File: config.mk
export PLATFORM = sky130hd
export DESIGN_NAME = rcc_top
export DESIGN_NICKNAME = d
export VERILOG_FILES = /design/src/common/rcc_pkg.sv /design/src/common/rcc_bus_if.sv /design/src/rtl/rcc_i2c_slave.sv /design/src/rtl/rcc_top.sv
export VERILOG_INCLUDE_DIRS = /design/src /design/src/common
export SDC_FILE = /design/constraint.sdc
export NUM_CORES = 1
export LEC_CHECK = 0
export ABC_AREA = 1
export BUFFER_PORTS_ARGS = -buffer_cell sky130_fd_sc_hd__buf_2
export CELL_PAD_IN_SITES_DETAIL_PLACEMENT = 0
export CELL_PAD_IN_SITES_GLOBAL_PLACEMENT = 1
export CORE_AREA = 2 2 180 182
export CTS_BUF_LIST = sky130_fd_sc_hd__clkbuf_4 sky130_fd_sc_hd__clkbuf_8
export DETAILED_ROUTE_END_ITERATION = 10
export DIE_AREA = 0 0 182 184
export PLACE_DENSITY = 0.9
export SYNTH_ARGS = -nofsm -noshare
export SYNTH_HDL_FRONTEND = slang
export SYNTH_HIERARCHICAL = 1
export SYNTH_SLANG_ARGS = --single-unit
File: constraint.sdc
create_clock -name clk_sys_i -period 3.15 [get_ports clk_sys_i]
set_input_delay 0.4725 -clock clk_sys_i [delete_from_list [all_inputs] [get_ports clk_sys_i]]
set_output_delay 0.4725 -clock clk_sys_i [all_outputs]
set_load 0.05 [all_outputs]
File: src/common/rcc_params.svh
/*
 Constants of the calendar core: bus identity, offsets, fields, timing.
 Assumes inclusion by bare name from design and bench files alike.
*/
`ifndef RCC_PARAMS_SVH
`define RCC_PARAMS_SVH
// Bus identification (arbitrary value)
`define RCC_DEV_ADDR 7'h50
// Register offsets
`define RCC_A_SEC 5'h00
`define RCC_A_MIN 5'h01
`define RCC_A_HR 5'h02
`define RCC_A_DAY 5'h03
`define RCC_A_DATE 5'h04
`define RCC_A_MON 5'h05
`define RCC_A_YR 5'h06
`define RCC_A_AL1 5'h07
`define RCC_A_AL2 5'h0B
`define RCC_A_CTRL 5'h0E
`define RCC_A_STAT 5'h0F
`define RCC_REG_LAST 5'h10
// Control fields
`define RCC_B_A1IE 0
`define RCC_B_A2IE 1
`define RCC_B_INTCN 2
`define RCC_B_RS_LO 3
`define RCC_B_RS_HI 4
// Reset values
`define RCC_RST_CTRL 8'h18
`define RCC_RST_ONE 8'h01
// Timing
`define RCC_OSC_DIV_LAST 15'h7FFF
`define RCC_CLK_MHZ 40
`define RCC_REC_TIME_US 2000
`endif

File: src/common/rcc_pkg.sv
/*
 Shared types of the calendar core: byte, serial engine states, byte kinds.
 Assumes compilation ahead of the interface and the design modules.
*/
package rcc_pkg;
   typedef logic [7:0] rcc_byte_t;
   typedef enum logic [2:0] {
      RCC_IDLE = 3'b000,
      RCC_RX = 3'b001,
      RCC_ACK = 3'b010,
      RCC_TX = 3'b011,
      RCC_RACK = 3'b100
   } rcc_st_t;
   typedef enum logic [1:0] {
      RCC_K_ADDR = 2'b00,
      RCC_K_PTR = 2'b01,
      RCC_K_DATA = 2'b10
   } rcc_kind_t;
endpackage

File: src/common/rcc_bus_if.sv
/*
 Internal register access link between the serial slave and the core.
 Assumes both ends run on the same system clock.
*/
`timescale 1ns/10ps
interface rcc_bus_if;
   logic start_p;
   logic stop_p;
   logic wr_p;
   logic wrap_p;
   logic [4:0] ptr;
   rcc_pkg::rcc_byte_t wdata;
   rcc_pkg::rcc_byte_t rdata;
   modport slave (output start_p, stop_p, wr_p, wrap_p, ptr, wdata,
                  input rdata);
   modport core (input start_p, stop_p, wr_p, wrap_p, ptr, wdata,
                 output rdata);
endinterface

File: src/rtl/rcc_i2c_slave.sv
/*
 Two-wire serial bus target: condition detection, byte shifting,
 acknowledge and the auto-incrementing register pointer.
 Assumes SCL and SDA arrive asynchronously; the bench resolves SDA.
*/
`timescale 1ns/10ps
`include "rcc_params.svh"
module rcc_i2c_slave (
   input wire logic clk_sys_i,
   input wire logic reset_n_i,
   input wire logic scl_i,
   input wire logic sda_i,
   output logic sda_oe_n_o,
   rcc_bus_if.slave bus
);
   logic scl_s1, scl_s2, scl_q, sda_s1, sda_s2, sda_q;
   logic scl_rise, scl_fall, start_c, stop_c, rw_q, adv_q;
   logic [3:0] cnt_q;
   rcc_pkg::rcc_byte_t sh_q;
   rcc_pkg::rcc_st_t st_q;
   rcc_pkg::rcc_kind_t kind_q;

   // Two-stage synchronisers plus one history stage for edges
   always_ff @(posedge clk_sys_i or negedge reset_n_i) begin
      if (!reset_n_i) begin
         scl_s1 <= 1'b1;
         scl_s2 <= 1'b1;
         scl_q <= 1'b1;
         sda_s1 <= 1'b1;
         sda_s2 <= 1'b1;
         sda_q <= 1'b1;
      end else begin
         scl_s1 <= scl_i;
         scl_s2 <= scl_s1;
         scl_q <= scl_s2;
         sda_s1 <= sda_i;
         sda_s2 <= sda_s1;
         sda_q <= sda_s2;
      end
   end

   // SDA moving while SCL is high marks START or STOP
   assign scl_rise = scl_s2 & ~scl_q;
   assign scl_fall = ~scl_s2 & scl_q;
   assign start_c = scl_s2 & scl_q & sda_q & ~sda_s2;
   assign stop_c = scl_s2 & scl_q & ~sda_q & sda_s2;

   // Protocol engine; only follows the master's clock, never drives SCL
   always_ff @(posedge clk_sys_i or negedge reset_n_i) begin
      if (!reset_n_i) begin
         st_q <= rcc_pkg::RCC_IDLE;
         kind_q <= rcc_pkg::RCC_K_ADDR;
         cnt_q <= 4'h0;
         sh_q <= 8'h00;
         rw_q <= 1'b0;
         adv_q <= 1'b0;
         sda_oe_n_o <= 1'b1;
         bus.ptr <= 5'h00;
         bus.wdata <= 8'h00;
         bus.start_p <= 1'b0;
         bus.stop_p <= 1'b0;
         bus.wr_p <= 1'b0;
         bus.wrap_p <= 1'b0;
      end else begin
         bus.start_p <= 1'b0;
         bus.stop_p <= 1'b0;
         bus.wr_p <= 1'b0;
         bus.wrap_p <= 1'b0;
         adv_q <= 1'b0;
         // Pointer moves one cycle after the byte so the core sees the old one
         if (adv_q) begin
            if (bus.ptr == `RCC_REG_LAST) begin
               bus.ptr <= 5'h00;
               bus.wrap_p <= 1'b1;
            end else begin
               bus.ptr <= bus.ptr + 5'h01;
            end
         end
         if (start_c) begin
            st_q <= rcc_pkg::RCC_RX;
            kind_q <= rcc_pkg::RCC_K_ADDR;
            cnt_q <= 4'h0;
            sda_oe_n_o <= 1'b1;
            bus.start_p <= 1'b1;
         end else if (stop_c) begin
            st_q <= rcc_pkg::RCC_IDLE;
            sda_oe_n_o <= 1'b1;
            bus.stop_p <= 1'b1;
         end else begin
            case (st_q)
               rcc_pkg::RCC_RX: begin
                  if (scl_rise) begin
                     sh_q <= {sh_q[6:0], sda_s2};
                     cnt_q <= cnt_q + 4'h1;
                  end else if (scl_fall && cnt_q == 4'h8) begin
                     cnt_q <= 4'h0;
                     sda_oe_n_o <= 1'b0;
                     st_q <= rcc_pkg::RCC_ACK;
                     case (kind_q)
                        rcc_pkg::RCC_K_ADDR: begin
                           rw_q <= sh_q[0];
                           kind_q <= rcc_pkg::RCC_K_PTR;
                           if (sh_q[7:1] != `RCC_DEV_ADDR) begin
                              sda_oe_n_o <= 1'b1; // Not ours: stay quiet
                              st_q <= rcc_pkg::RCC_IDLE;
                           end
                        end
                        rcc_pkg::RCC_K_PTR: begin
                           kind_q <= rcc_pkg::RCC_K_DATA;
                           bus.ptr <= (sh_q > {3'h0, `RCC_REG_LAST}) ?
                              5'h00 : sh_q[4:0];
                        end
                        default: begin
                           bus.wdata <= sh_q;
                           bus.wr_p <= 1'b1;
                           adv_q <= 1'b1;
                        end
                     endcase
                  end
               end
               rcc_pkg::RCC_ACK: begin
                  if (scl_fall) begin
                     sda_oe_n_o <= 1'b1;
                     st_q <= rcc_pkg::RCC_RX;
                     if (rw_q) begin
                        sh_q <= bus.rdata;
                        sda_oe_n_o <= bus.rdata[7];
                        adv_q <= 1'b1;
                        st_q <= rcc_pkg::RCC_TX;
                     end
                  end
               end
               rcc_pkg::RCC_TX: begin
                  if (scl_fall) begin
                     if (cnt_q == 4'h7) begin
                        sda_oe_n_o <= 1'b1;
                        st_q <= rcc_pkg::RCC_RACK;
                     end else begin
                        sh_q <= {sh_q[6:0], 1'b0};
                        sda_oe_n_o <= sh_q[6];
                        cnt_q <= cnt_q + 4'h1;
                     end
                  end
               end
               rcc_pkg::RCC_RACK: begin
                  if (scl_rise && sda_s2) begin
                     st_q <= rcc_pkg::RCC_IDLE; // Master ended the read
                  end else if (scl_fall) begin
                     sh_q <= bus.rdata;
                     sda_oe_n_o <= bus.rdata[7];
                     cnt_q <= 4'h0;
                     adv_q <= 1'b1;
                     st_q <= rcc_pkg::RCC_TX;
                  end
               end
               default: st_q <= rcc_pkg::RCC_IDLE;
            endcase
         end
      end
   end
endmodule // rcc_i2c_slave

File: src/rtl/rcc_top.sv
/*
 Calendar clock core with two alarms, wave/interrupt pin and serial
 register access. Assumes a 40 MHz system clock, a 32.768 kHz reference
 on osc_in_pin_i and a power-fail flag already in the system domain.
*/
`timescale 1ns/10ps
`include "rcc_params.svh"
module rcc_top #(
   parameter int REC_CYCLES = `RCC_REC_TIME_US * `RCC_CLK_MHZ
) (
   input wire logic clk_sys_i,
   input wire logic reset_n_i,
   input wire logic scl_i,
   input wire logic sda_i,
   output logic sda_o,
   output logic sda_oe_n_o,
   input wire logic osc_in_pin_i,
   input wire logic power_fail_i,
   output logic wave_or_irq_out_o,
   output logic wave_or_irq_out_oe_n_o
);
   rcc_bus_if bus ();
   rcc_pkg::rcc_byte_t regs_q [0:16];
   rcc_pkg::rcc_byte_t shadow_q [0:6];
   logic osc_s1, osc_s2, osc_q, osc_rise, tick_q, chk_q, ok_q;
   logic [14:0] div_q;
   logic [16:0] rec_q;
   logic [1:0] match;
   logic sec_end, min_end, hr_end, date_end, mon_end, yr_end;
   logic mode12, irq, sqw;
   rcc_pkg::rcc_byte_t hr_nx;

   rcc_i2c_slave u_slave (
      .clk_sys_i(clk_sys_i),
      .reset_n_i(reset_n_i),
      .scl_i(scl_i),
      .sda_i(sda_i),
      .sda_oe_n_o(sda_oe_n_o),
      .bus(bus)
   );

   // BCD increment of one byte
   function automatic rcc_pkg::rcc_byte_t bcd_inc(
      input rcc_pkg::rcc_byte_t v);
      bcd_inc = (v[3:0] == 4'h9) ? {v[7:4] + 4'h1, 4'h0} :
         {v[7:4], v[3:0] + 4'h1};
   endfunction

   // Last date of the month in BCD; years divisible by four are leap
   function automatic rcc_pkg::rcc_byte_t mdays(
      input rcc_pkg::rcc_byte_t mon,
      input rcc_pkg::rcc_byte_t yr);
      logic leap;
      leap = (~yr[4] & (yr[3:0] == 4'h0 | yr[3:0] == 4'h4 |
         yr[3:0] == 4'h8)) | (yr[4] & (yr[3:0] == 4'h2 |
         yr[3:0] == 4'h6));
      case (mon[4:0])
         5'h02: mdays = leap ? 8'h29 : 8'h28;
         5'h04, 5'h06, 5'h09, 5'h11: mdays = 8'h30;
         default: mdays = 8'h31;
      endcase
   endfunction

   // Reference pin is sampled twice before use
   always_ff @(posedge clk_sys_i or negedge reset_n_i) begin
      if (!reset_n_i) begin
         osc_s1 <= 1'b0;
         osc_s2 <= 1'b0;
         osc_q <= 1'b0;
      end else begin
         osc_s1 <= osc_in_pin_i;
         osc_s2 <= osc_s1;
         osc_q <= osc_s2;
      end
   end
   assign osc_rise = osc_s2 & ~osc_q;

   // Divider to one second; chk_q evaluates alarms after the update
   always_ff @(posedge clk_sys_i or negedge reset_n_i) begin
      if (!reset_n_i) begin
         div_q <= 15'h0000;
         tick_q <= 1'b0;
         chk_q <= 1'b0;
      end else begin
         tick_q <= 1'b0;
         chk_q <= tick_q;
         if (osc_rise) begin
            div_q <= div_q + 15'h0001;
            tick_q <= (div_q == `RCC_OSC_DIV_LAST);
         end
      end
   end

   // Recovery timer; reset assumes the supply is already good
   always_ff @(posedge clk_sys_i or negedge reset_n_i) begin
      if (!reset_n_i) begin
         ok_q <= 1'b1;
         rec_q <= 17'h00000;
      end else if (power_fail_i) begin
         ok_q <= 1'b0;
         rec_q <= 17'h00000;
      end else if (!ok_q) begin
         rec_q <= rec_q + 17'h00001;
         if (rec_q == 17'(REC_CYCLES - 1)) begin
            ok_q <= 1'b1;
         end
      end
   end

   // Carry conditions of the chain
   assign mode12 = regs_q[`RCC_A_HR][6];
   assign sec_end = regs_q[`RCC_A_SEC][6:0] == 7'h59;
   assign min_end = regs_q[`RCC_A_MIN][6:0] == 7'h59;
   assign hr_end = mode12 ? (regs_q[`RCC_A_HR][5:0] == 6'h31) :
      (regs_q[`RCC_A_HR][5:0] == 6'h23);
   assign date_end = regs_q[`RCC_A_DATE] ==
      mdays(regs_q[`RCC_A_MON], regs_q[`RCC_A_YR]);
   assign mon_end = regs_q[`RCC_A_MON][4:0] == 5'h12;
   assign yr_end = regs_q[`RCC_A_YR] == 8'h99;

   // Next hour; in 12-hour mode 11 to 12 flips the PM bit
   always_comb begin
      hr_nx = bcd_inc(regs_q[`RCC_A_HR]);
      if (mode12) begin
         if (regs_q[`RCC_A_HR][4:0] == 5'h12) begin
            hr_nx = {regs_q[`RCC_A_HR][7:5], 5'h01};
         end else if (regs_q[`RCC_A_HR][4:0] == 5'h11) begin
            hr_nx = {regs_q[`RCC_A_HR][7:6], ~regs_q[`RCC_A_HR][5],
               5'h12};
         end
      end else if (hr_end) begin
         hr_nx = {regs_q[`RCC_A_HR][7:6], 6'h00};
      end
   end

   // Per-alarm match; fields with the mask bit set are don't-care
   for (genvar g = 0; g < 2; g++) begin : g_alarm
      localparam int B = (g == 0) ? 8 : 11;
      rcc_pkg::rcc_byte_t dd;
      logic sec_ok;
      assign dd = regs_q[B + 2];
      assign sec_ok = (g == 1) || regs_q[7][7] ||
         (regs_q[7][6:0] == regs_q[`RCC_A_SEC][6:0]);
      assign match[g] = sec_ok &&
         (regs_q[B][7] || regs_q[B][6:0] == regs_q[`RCC_A_MIN][6:0]) &&
         (regs_q[B + 1][7] ||
          regs_q[B + 1][6:0] == regs_q[`RCC_A_HR][6:0]) &&
         (dd[7] || (dd[6] ? dd[3:0] == regs_q[`RCC_A_DAY][3:0] :
          dd[5:0] == regs_q[`RCC_A_DATE][5:0]));
   end

   // Time counters, host writes and alarm flags; counting ignores ok_q
   always_ff @(posedge clk_sys_i or negedge reset_n_i) begin
      if (!reset_n_i) begin
         for (int i = 0; i < 17; i++) begin
            regs_q[i] <= 8'h00;
         end
         regs_q[`RCC_A_DAY] <= `RCC_RST_ONE;
         regs_q[`RCC_A_DATE] <= `RCC_RST_ONE;
         regs_q[`RCC_A_MON] <= `RCC_RST_ONE;
         regs_q[`RCC_A_CTRL] <= `RCC_RST_CTRL;
      end else begin
         if (tick_q) begin
            regs_q[`RCC_A_SEC] <= sec_end ? 8'h00 :
               bcd_inc(regs_q[`RCC_A_SEC]);
            if (sec_end) begin
               regs_q[`RCC_A_MIN] <= min_end ? 8'h00 :
                  bcd_inc(regs_q[`RCC_A_MIN]);
            end
            if (sec_end && min_end) begin
               regs_q[`RCC_A_HR] <= hr_nx;
            end
            if (sec_end && min_end && hr_end) begin
               regs_q[`RCC_A_DAY] <= (regs_q[`RCC_A_DAY] == 8'h07) ?
                  `RCC_RST_ONE : bcd_inc(regs_q[`RCC_A_DAY]);
               regs_q[`RCC_A_DATE] <= date_end ? `RCC_RST_ONE :
                  bcd_inc(regs_q[`RCC_A_DATE]);
            end
            if (sec_end && min_end && hr_end && date_end) begin
               regs_q[`RCC_A_MON] <= mon_end ?
                  {regs_q[`RCC_A_MON][7] ^ yr_end, 7'h01} :
                  bcd_inc(regs_q[`RCC_A_MON]);
               if (mon_end) begin
                  regs_q[`RCC_A_YR] <= yr_end ? 8'h00 :
                     bcd_inc(regs_q[`RCC_A_YR]);
               end
            end
         end
         // Host write wins over the tick; blocked during power fail
         if (bus.wr_p && ok_q) begin
            regs_q[bus.ptr] <= bus.wdata;
         end
         // Flags: writing 0 clears, writing 1 keeps, a new match wins
         regs_q[`RCC_A_STAT][1:0] <= regs_q[`RCC_A_STAT][1:0] &
            ((bus.wr_p && ok_q && bus.ptr == `RCC_A_STAT) ?
            bus.wdata[1:0] : 2'b11) |
            {chk_q & match[1] & (regs_q[`RCC_A_SEC][6:0] == 7'h00),
            chk_q & match[0]};
      end
   end

   // Read shadow, refreshed at bus boundaries so reads are coherent
   always_ff @(posedge clk_sys_i or negedge reset_n_i) begin
      if (!reset_n_i) begin
         for (int i = 0; i < 7; i++) begin
            shadow_q[i] <= 8'h00;
         end
      end else if (bus.start_p || bus.stop_p || bus.wrap_p) begin
         for (int i = 0; i < 7; i++) begin
            shadow_q[i] <= regs_q[i];
         end
      end
   end

   // Read data; time comes from the shadow, all ones while blocked
   always_comb begin
      if (!ok_q) begin
         bus.rdata = 8'hFF;
      end else if (bus.ptr < `RCC_A_AL1) begin
         bus.rdata = shadow_q[bus.ptr[2:0]];
      end else begin
         bus.rdata = regs_q[bus.ptr];
      end
   end

   // Output pin source: interrupt when INTCN set, else selected wave
   assign irq = (regs_q[`RCC_A_STAT][0] &
      regs_q[`RCC_A_CTRL][`RCC_B_A1IE]) |
      (regs_q[`RCC_A_STAT][1] & regs_q[`RCC_A_CTRL][`RCC_B_A2IE]);
   always_comb begin
      case (regs_q[`RCC_A_CTRL][`RCC_B_RS_HI:`RCC_B_RS_LO])
         2'b00: sqw = div_q[14];
         2'b01: sqw = div_q[2];
         2'b10: sqw = div_q[1];
         default: sqw = osc_s2;
      endcase
   end

   // Open drain: enable low pulls the line low; a high level releases
   always_ff @(posedge clk_sys_i or negedge reset_n_i) begin
      if (!reset_n_i) begin
         wave_or_irq_out_o <= 1'b0;
         wave_or_irq_out_oe_n_o <= 1'b1;
         sda_o <= 1'b0;
      end else begin
         wave_or_irq_out_o <= 1'b0;
         sda_o <= 1'b0;
         wave_or_irq_out_oe_n_o <= regs_q[`RCC_A_CTRL][`RCC_B_INTCN] ?
            ~irq : sqw;
      end
   end
endmodule // rcc_top

==> impl_metrics.env, run 1 <==
export IMPL_rows=65
export IMPL_slew_limit_headroom_pct=28.3
export IMPL_synth_most_common_cell="nand2_1"
export IMPL_core_area_mm2=0.0314
export IMPL_synth_compound_area_share_pct=16.6
export IMPL_status="finished, final reports clean"
export IMPL_fillers=2943
export IMPL_routabilityCongestion=0.999
export IMPL_placed_cell_area_mm2=0.0161
export IMPL_grt_max_degree=110
export IMPL_nets=2084
export IMPL_min_period_ps=2760
export IMPL_synthFlopType="dfrtp_1"
export IMPL_finalSetupTns_ps=0
export IMPL_synthesis_area_mm2=0.0157
export IMPL_yosysWarnings=6
export IMPL_dr_pass1_iters=5
export IMPL_maxCapViolations=0
export IMPL_ff2ff_path_depth=10
export IMPL_ctsHoldBuffers=4
export IMPL_synthCells=2041
export IMPL_hold_viol=0
export IMPL_synthMuxAreaShare_pct=0.216
export IMPL_critical_path_max_stage_delay_ps=420
export IMPL_fin_worst_skew_ps=16.3
export IMPL_cp_required_ps=3710
export IMPL_final_setup_viol_count=0
export IMPL_worstMarginPinSlew_ps=1080
export IMPL_drt_wl_total_um=50700
export IMPL_syn_area_per_cell_um2=7.67
export IMPL_synth_edf_count=0
export IMPL_grt_ovfl_total=0
export IMPL_post_cts_setup_buffers=0
export IMPL_syn2layout_area_growth_pct=10.3
export IMPL_cts_path_max_buffers=3
export IMPL_clk_pin_slew_ps=60
export IMPL_start_util_pct=49.9
export IMPL_path_cells="inv_1, ha_1, nand3_2, nor2_4, nand4_1, nor2_4, inv_1, nor2_1, nand4_1, a21oi_1"
export IMPL_drv_slew=0
export IMPL_viasPerCell=5.83
export IMPL_finalCritPeriodShare_pct=87.6
export IMPL_h_tree_depth=2
export IMPL_portBuffers=7
export IMPL_cts_made_buffers=50
export IMPL_synth_xor_area_share_pct=3.69
export IMPL_seq_area_frac_synth_pct=43.9
export IMPL_critPathArrivalTime_ps=3320
export IMPL_synthAdderAreaFrac_pct=2.16
export IMPL_cp_slowest_cell="dfrtp_1"
export IMPL_clk_latency_ps=630
export IMPL_ys_ff_latch=274
export IMPL_dp_hpwl_um=36200
export IMPL_yosys_area_top_type="dfrtp_1"
export IMPL_cts_tree="yes"
export IMPL_fin_area_mm2=0.0173
export IMPL_drive_gt1_share_pct=10.3
export IMPL_synth_area_leaders="dfrtp_1, nand2_1, o21ai_0, inv_1, nand3_1"
export IMPL_synth_common_cells="nand2_1, dfrtp_1, o21ai_0, inv_1, nor2_1"
export IMPL_critPathLaunchType="flop"
export IMPL_grt_pass1_wl_um=79800
export IMPL_antenna_found_initial=3
export IMPL_wl_per_cell_um=20.4
export IMPL_synth_top_family_by_area="simple AND/OR/NAND/NOR gates"
export IMPL_die_x_um=182
export IMPL_num_vias=14500
export IMPL_cts_root_buf="clkbuf_8"
export IMPL_hold_path_class="input port to flop"
export IMPL_rsz0062_at_grt="no"
export IMPL_die_area_mm2=0.0335
export IMPL_synth_top_area_share_pct=41.5
export IMPL_multi_input_area_mm2=0.00753
export IMPL_vdd_ir_drop_max_v=0.000406
export IMPL_ios=10
export IMPL_ys_types=52
export IMPL_num_antenna_cells=0
export IMPL_dr_first_iter_drc_count=1622
export IMPL_power_per_cell_area_mw_per_mm2=463
export IMPL_cp_max_fo=10
export IMPL_drc_errors=0
export IMPL_max_freq_mhz=362
export IMPL_grt_pass1_vias=13700
export IMPL_cts_sinks=274
export IMPL_async_reset_ff_share_pct=100
export IMPL_crit_path_end_kind="flop"
export IMPL_whs_path_depth=2
export IMPL_critical_path_class="flop to flop"
export IMPL_grt_use_total_pct=31.1
export IMPL_seq_area_mm2=0.00687
export IMPL_die_y_um=184
export IMPL_synth_simple_area_share_pct=25.3
export IMPL_p_leak_nw=7.87
export IMPL_postRouteAntennaNets=0
export IMPL_cts_resized=0
## cell usage in the layout, fill, tap and decap left out, types with 24 or more instances in the layout
| cell type | instances |
|---|---|
| a22oi_1 | 25 |
| o21ai_0 | 224 |
| buf_4 | 24 |
| nor2_1 | 136 |
| dfrtp_1 | 260 |
| nand3_1 | 124 |
| nand2_1 | 494 |
| o22ai_1 | 46 |
| nor3_1 | 30 |
| xnor2_1 | 26 |
| ha_1 | 27 |
| a21oi_1 | 86 |
| xor2_1 | 40 |
| inv_1 | 222 |
| clkbuf_8 | 67 |
| nand4_1 | 37 |
## area by class of cell
class	instances	area share [%]
multi-input combinational	1446	43.6
timing repair buffer	37	1.77
sequential	274	39.8
clock inverter	13	1.01
clock buffer	76	5.73
tap	402	2.91
inverter	242	5.26
## layer usage
layer	GRT usage, %	up-vias	part of all wire, %
li1	-	6812	-
met1	44.3	6936	44
met2	45.2	656	42
met3	7.59	119	9.6
met4	13.5	2	4.1
met5	0	-	0.022
## worst max-delay path: cells and delay by family (launching register included)
family	cells	cell delay [ps]
AO/OA/AOI/OAI	1	170
adder cells (fa/ha/maj)	1	200
buffers and inverters	2	310
flip-flops	1	420
AND/OR/NAND/NOR	6	1590
## power by group
group          internal (W)  switching (W)  leakage, nW  total (W)
Clock               0.00233        0.00158        0.608    0.00391
Sequential          0.00362      0.0000837         3.73    0.00371
Combinational      0.000111       0.000270         3.53   0.000381
Total               0.00607        0.00193         7.87    0.00800
## final timing paths
path | startpoint | end | slack, ps
min in group asynchronous | reset_n_i | shadow_q[38] | 410
worst max-delay path | regs_q[129] | regs_q[92] | 390
max in group asynchronous | reset_n_i | wave_or_irq_out_oe_n_o | 1750
worst min register to register | osc_s1 | osc_s2 | 350
worst max register to register | regs_q[129] | regs_q[92] | 390
worst min-delay path | power_fail_i | ok_q | 120
## metrics by stage
| stage | total power, W | hold slack, ps | utilization (%) | setup WS, ps | instances |
|---|---|---|---|---|---|
| finish | 0.00800 | 125 | 55.0 | 391 | 2490 |
| global route | 0.00830 | 112 | 55.0 | 229 | 2490 |
| CTS | 0.00808 | 80.3 | 55.0 | 469 | 2490 |
| detailed placement | 0.00414 | 336 | 51.2 | 506 | 2397 |
| global placement | 0.00414 | 336 | 51.2 | 613 | 2397 |
| floorplan | 0.00398 | 177 | - | 1090 | 2042 |
## cell families (layout without fill, tap and decap cells)
family	after synthesis	in the layout
flops	274	274
other cells	1	2
mux	3	3
compound gates	457	457
fa+ha+maj	27	27
buf+inv	322	368
xor+xnor	66	66
simple gates	891	891
(Power assumes the default switching activity.)
==> run 2: changes to the inputs <==
--- a/config.mk
+++ b/config.mk
@@ -15,6 +15,7 @@
 export DETAILED_ROUTE_END_ITERATION = 10
 export DIE_AREA = 0 0 182 184
 export PLACE_DENSITY = 0.9
+export REMOVE_ABC_BUFFERS = 1
 export SYNTH_ARGS = -nofsm -noshare
 export SYNTH_HDL_FRONTEND = slang
 export SYNTH_HIERARCHICAL = 1
==> run 2 against run 1 <==
Register-to-register slack improved by 50 ps. Worst hold slack improved by 1.8 ps. First-iteration DRC count fell by 1.3%. Highest routed layer is now met4.
==> impl_metrics.env, run 2 (synthesis results as in run 1) <==
export IMPL_nets=2090
export IMPL_crit_path_end_kind="flop"
export IMPL_num_vias=14700
export IMPL_h_tree_depth=2
export IMPL_seq_area_mm2=0.00687
export IMPL_critical_path_class="flop to flop"
export IMPL_critPathLaunchType="flop"
export IMPL_viasPerCell=5.90
export IMPL_wl_met3_um=4280
export IMPL_regToRegStartpoint="regs_q[129]"
export IMPL_rsz0062_at_grt="no"
export IMPL_mostFrequentLayoutCells="nand2_1, dfrtp_1, o21ai_0"
export IMPL_start_util_pct=49.9
export IMPL_syn2layout_area_growth_pct=10.4
export IMPL_cts_made_buffers=49
export IMPL_post_cts_setup_buffers=0
export IMPL_min_period_ps=2710
export IMPL_status="finished, final reports clean"
export IMPL_power_per_cell_area_mw_per_mm2=451
export IMPL_ios=10
export IMPL_die_x_um=182
export IMPL_finalNonFillerCells=2498
export IMPL_hp_start="power_fail_i"
export IMPL_final_common_cell="nand2_1"
export IMPL_rrSetupSlack_ps=440
export IMPL_combPwrFrac_pct=5.0
export IMPL_postRouteAntennaNets=0
export IMPL_portBuffers=7
export IMPL_whs_ps=126
export IMPL_grt_max_degree=110
export IMPL_slew_limit_headroom_pct=27.7
export IMPL_pwr_share_seq_pct=47.6
export IMPL_maxCapViolations=0
export IMPL_die_area_mm2=0.0335
export IMPL_cts_sinks=274
export IMPL_dp_hpwl_um=36900
export IMPL_finalSetupTns_ps=0
export IMPL_dp_cells=2404
export IMPL_num_antenna_cells=0
export IMPL_grt_pass1_vias=13800
export IMPL_cts_root_buf="clkbuf_8"
export IMPL_fin_area_mm2=0.0173
export IMPL_hold_viol=0
export IMPL_wl_per_cell_um=20.5
export IMPL_m1WireLength_um=22900
export IMPL_ff2ff_path_depth=10
export IMPL_fillers=2974
export IMPL_max_freq_mhz=369
export IMPL_grt_ovfl_total=0
export IMPL_hold_path_class="input port to flop"
export IMPL_clk_latency_ps=580
export IMPL_clk_pin_slew_ps=70
export IMPL_worstMarginPinSlew_ps=1090
export IMPL_cts_path_max_buffers=3
export IMPL_drt_wl_total_um=51300
export IMPL_finalCritPeriodShare_pct=86.1
export IMPL_die_y_um=184
export IMPL_grt_pass1_wl_um=80300
export IMPL_worstReg2RegEnd="regs_q[90]"
export IMPL_fin_worst_skew_ps=21.2
export IMPL_critPathArrivalTime_ps=3220
export IMPL_cts_tree="yes"
export IMPL_swShare_pct=24.6
export IMPL_dr_pass1_iters=6
export IMPL_top_layer="met4"
export IMPL_drv_slew=0
export IMPL_intPower_w=0.00588
export IMPL_p_sw_w=0.00192
export IMPL_rows=65
export IMPL_antenna_found_initial=0
export IMPL_worstHoldEndpoint="ok_q"
export IMPL_final_setup_viol_count=0
export IMPL_core_area_mm2=0.0314
export IMPL_cp_required_ps=3660
export IMPL_whs_path_depth=2
export IMPL_vdd_ir_drop_max_v=0.000398
export IMPL_cts_resized=0
export IMPL_placed_cell_area_mm2=0.0161
export IMPL_p_clk_share_pct=47.4
export IMPL_routed_wl_met2_um=21900
export IMPL_cp_max_fo=10
export IMPL_drive_gt1_share_pct=10.7
export IMPL_routabilityCongestion=1.02
export IMPL_grt_use_total_pct=31.1
export IMPL_multi_input_area_mm2=0.00753
export IMPL_dr_first_iter_drc_count=1601
export IMPL_drc_errors=0
export IMPL_p_leak_nw=7.89
run 2: power by group through the flow:
stage / clock, W / sequential [W] / combinational [W]
after global routing: 0.00394 / 0.00373 / 0.000453
final: 0.00370 / 0.00372 / 0.000387
after detailed placement: 0 / 0.00378 / 0.000386
after floorplan: 0 / 0.00375 / 0.000221
after CTS: 0.00376 / 0.00372 / 0.000392
after global placement: 0 / 0.00377 / 0.000375
run 2: how the worst max path moves through the flow:
| stage | from | to | slack [ps] | depth (start not counted) |
|---|---|---|---|---|
| floorplan | u_slave/bus.ptr[0] | u_slave/sda_oe_n_o | 500 | 15 |
| global placement | u_slave/bus.ptr[0] | u_slave/sda_oe_n_o | 500 | 14 |
| detailed placement | regs_q[129] | regs_q[90] | 560 | 10 |
| CTS | regs_q[129] | regs_q[90] | 530 | 10 |
| global route | regs_q[129] | regs_q[90] | 320 | 10 |
| finish | regs_q[129] | regs_q[90] | 440 | 10 |
run 2: area by class of cell:
| type | instances | share of cell area [%] |
|---|---|---|
| multi-input combinational | 1446 | 43.5 |
| sequential | 274 | 39.7 |
| clock buffer | 74 | 5.64 |
| inverter | 242 | 5.25 |
| tap | 402 | 2.91 |
| timing repair buffer | 44 | 2.14 |
| clock inverter | 16 | 0.796 |
run 2: timing repair:
action | 4_1_cts | 5_1_grt
hold endpoints to repair | 49 | 0
endpoints found under the setup margin | 0 | 0
hold buffers | 4 | 0
run 2: layer usage:
metal | GRT usage [%] | vias to the layer above
met5 | 0 | -
li1 | - | 6833
met4 | 12.6 | 0
met1 | 44.8 | 7135
met2 | 46.5 | 635
met3 | 5.74 | 123
run 2: metrics by stage:
step / utilization, % / power (W) / setup slack [ps]
floorplan: - / 0.00397 / 504
global placement: 51.4 / 0.00415 / 496
global route: 55.1 / 0.00812 / 322
detailed placement: 51.4 / 0.00416 / 561
finish: 55.1 / 0.00780 / 438
CTS: 55.1 / 0.00787 / 530
run 2: critical path, stage by stage (launching register included):
cell,delay (ps)
dfrtp_1,410
inv_1,190
ha_1,200
nand3_2,160
nor2_4,240
nand4_1,310
nor2_4,390
inv_1,190
nor2_1,280
nand4_1,120
a21oi_1,160
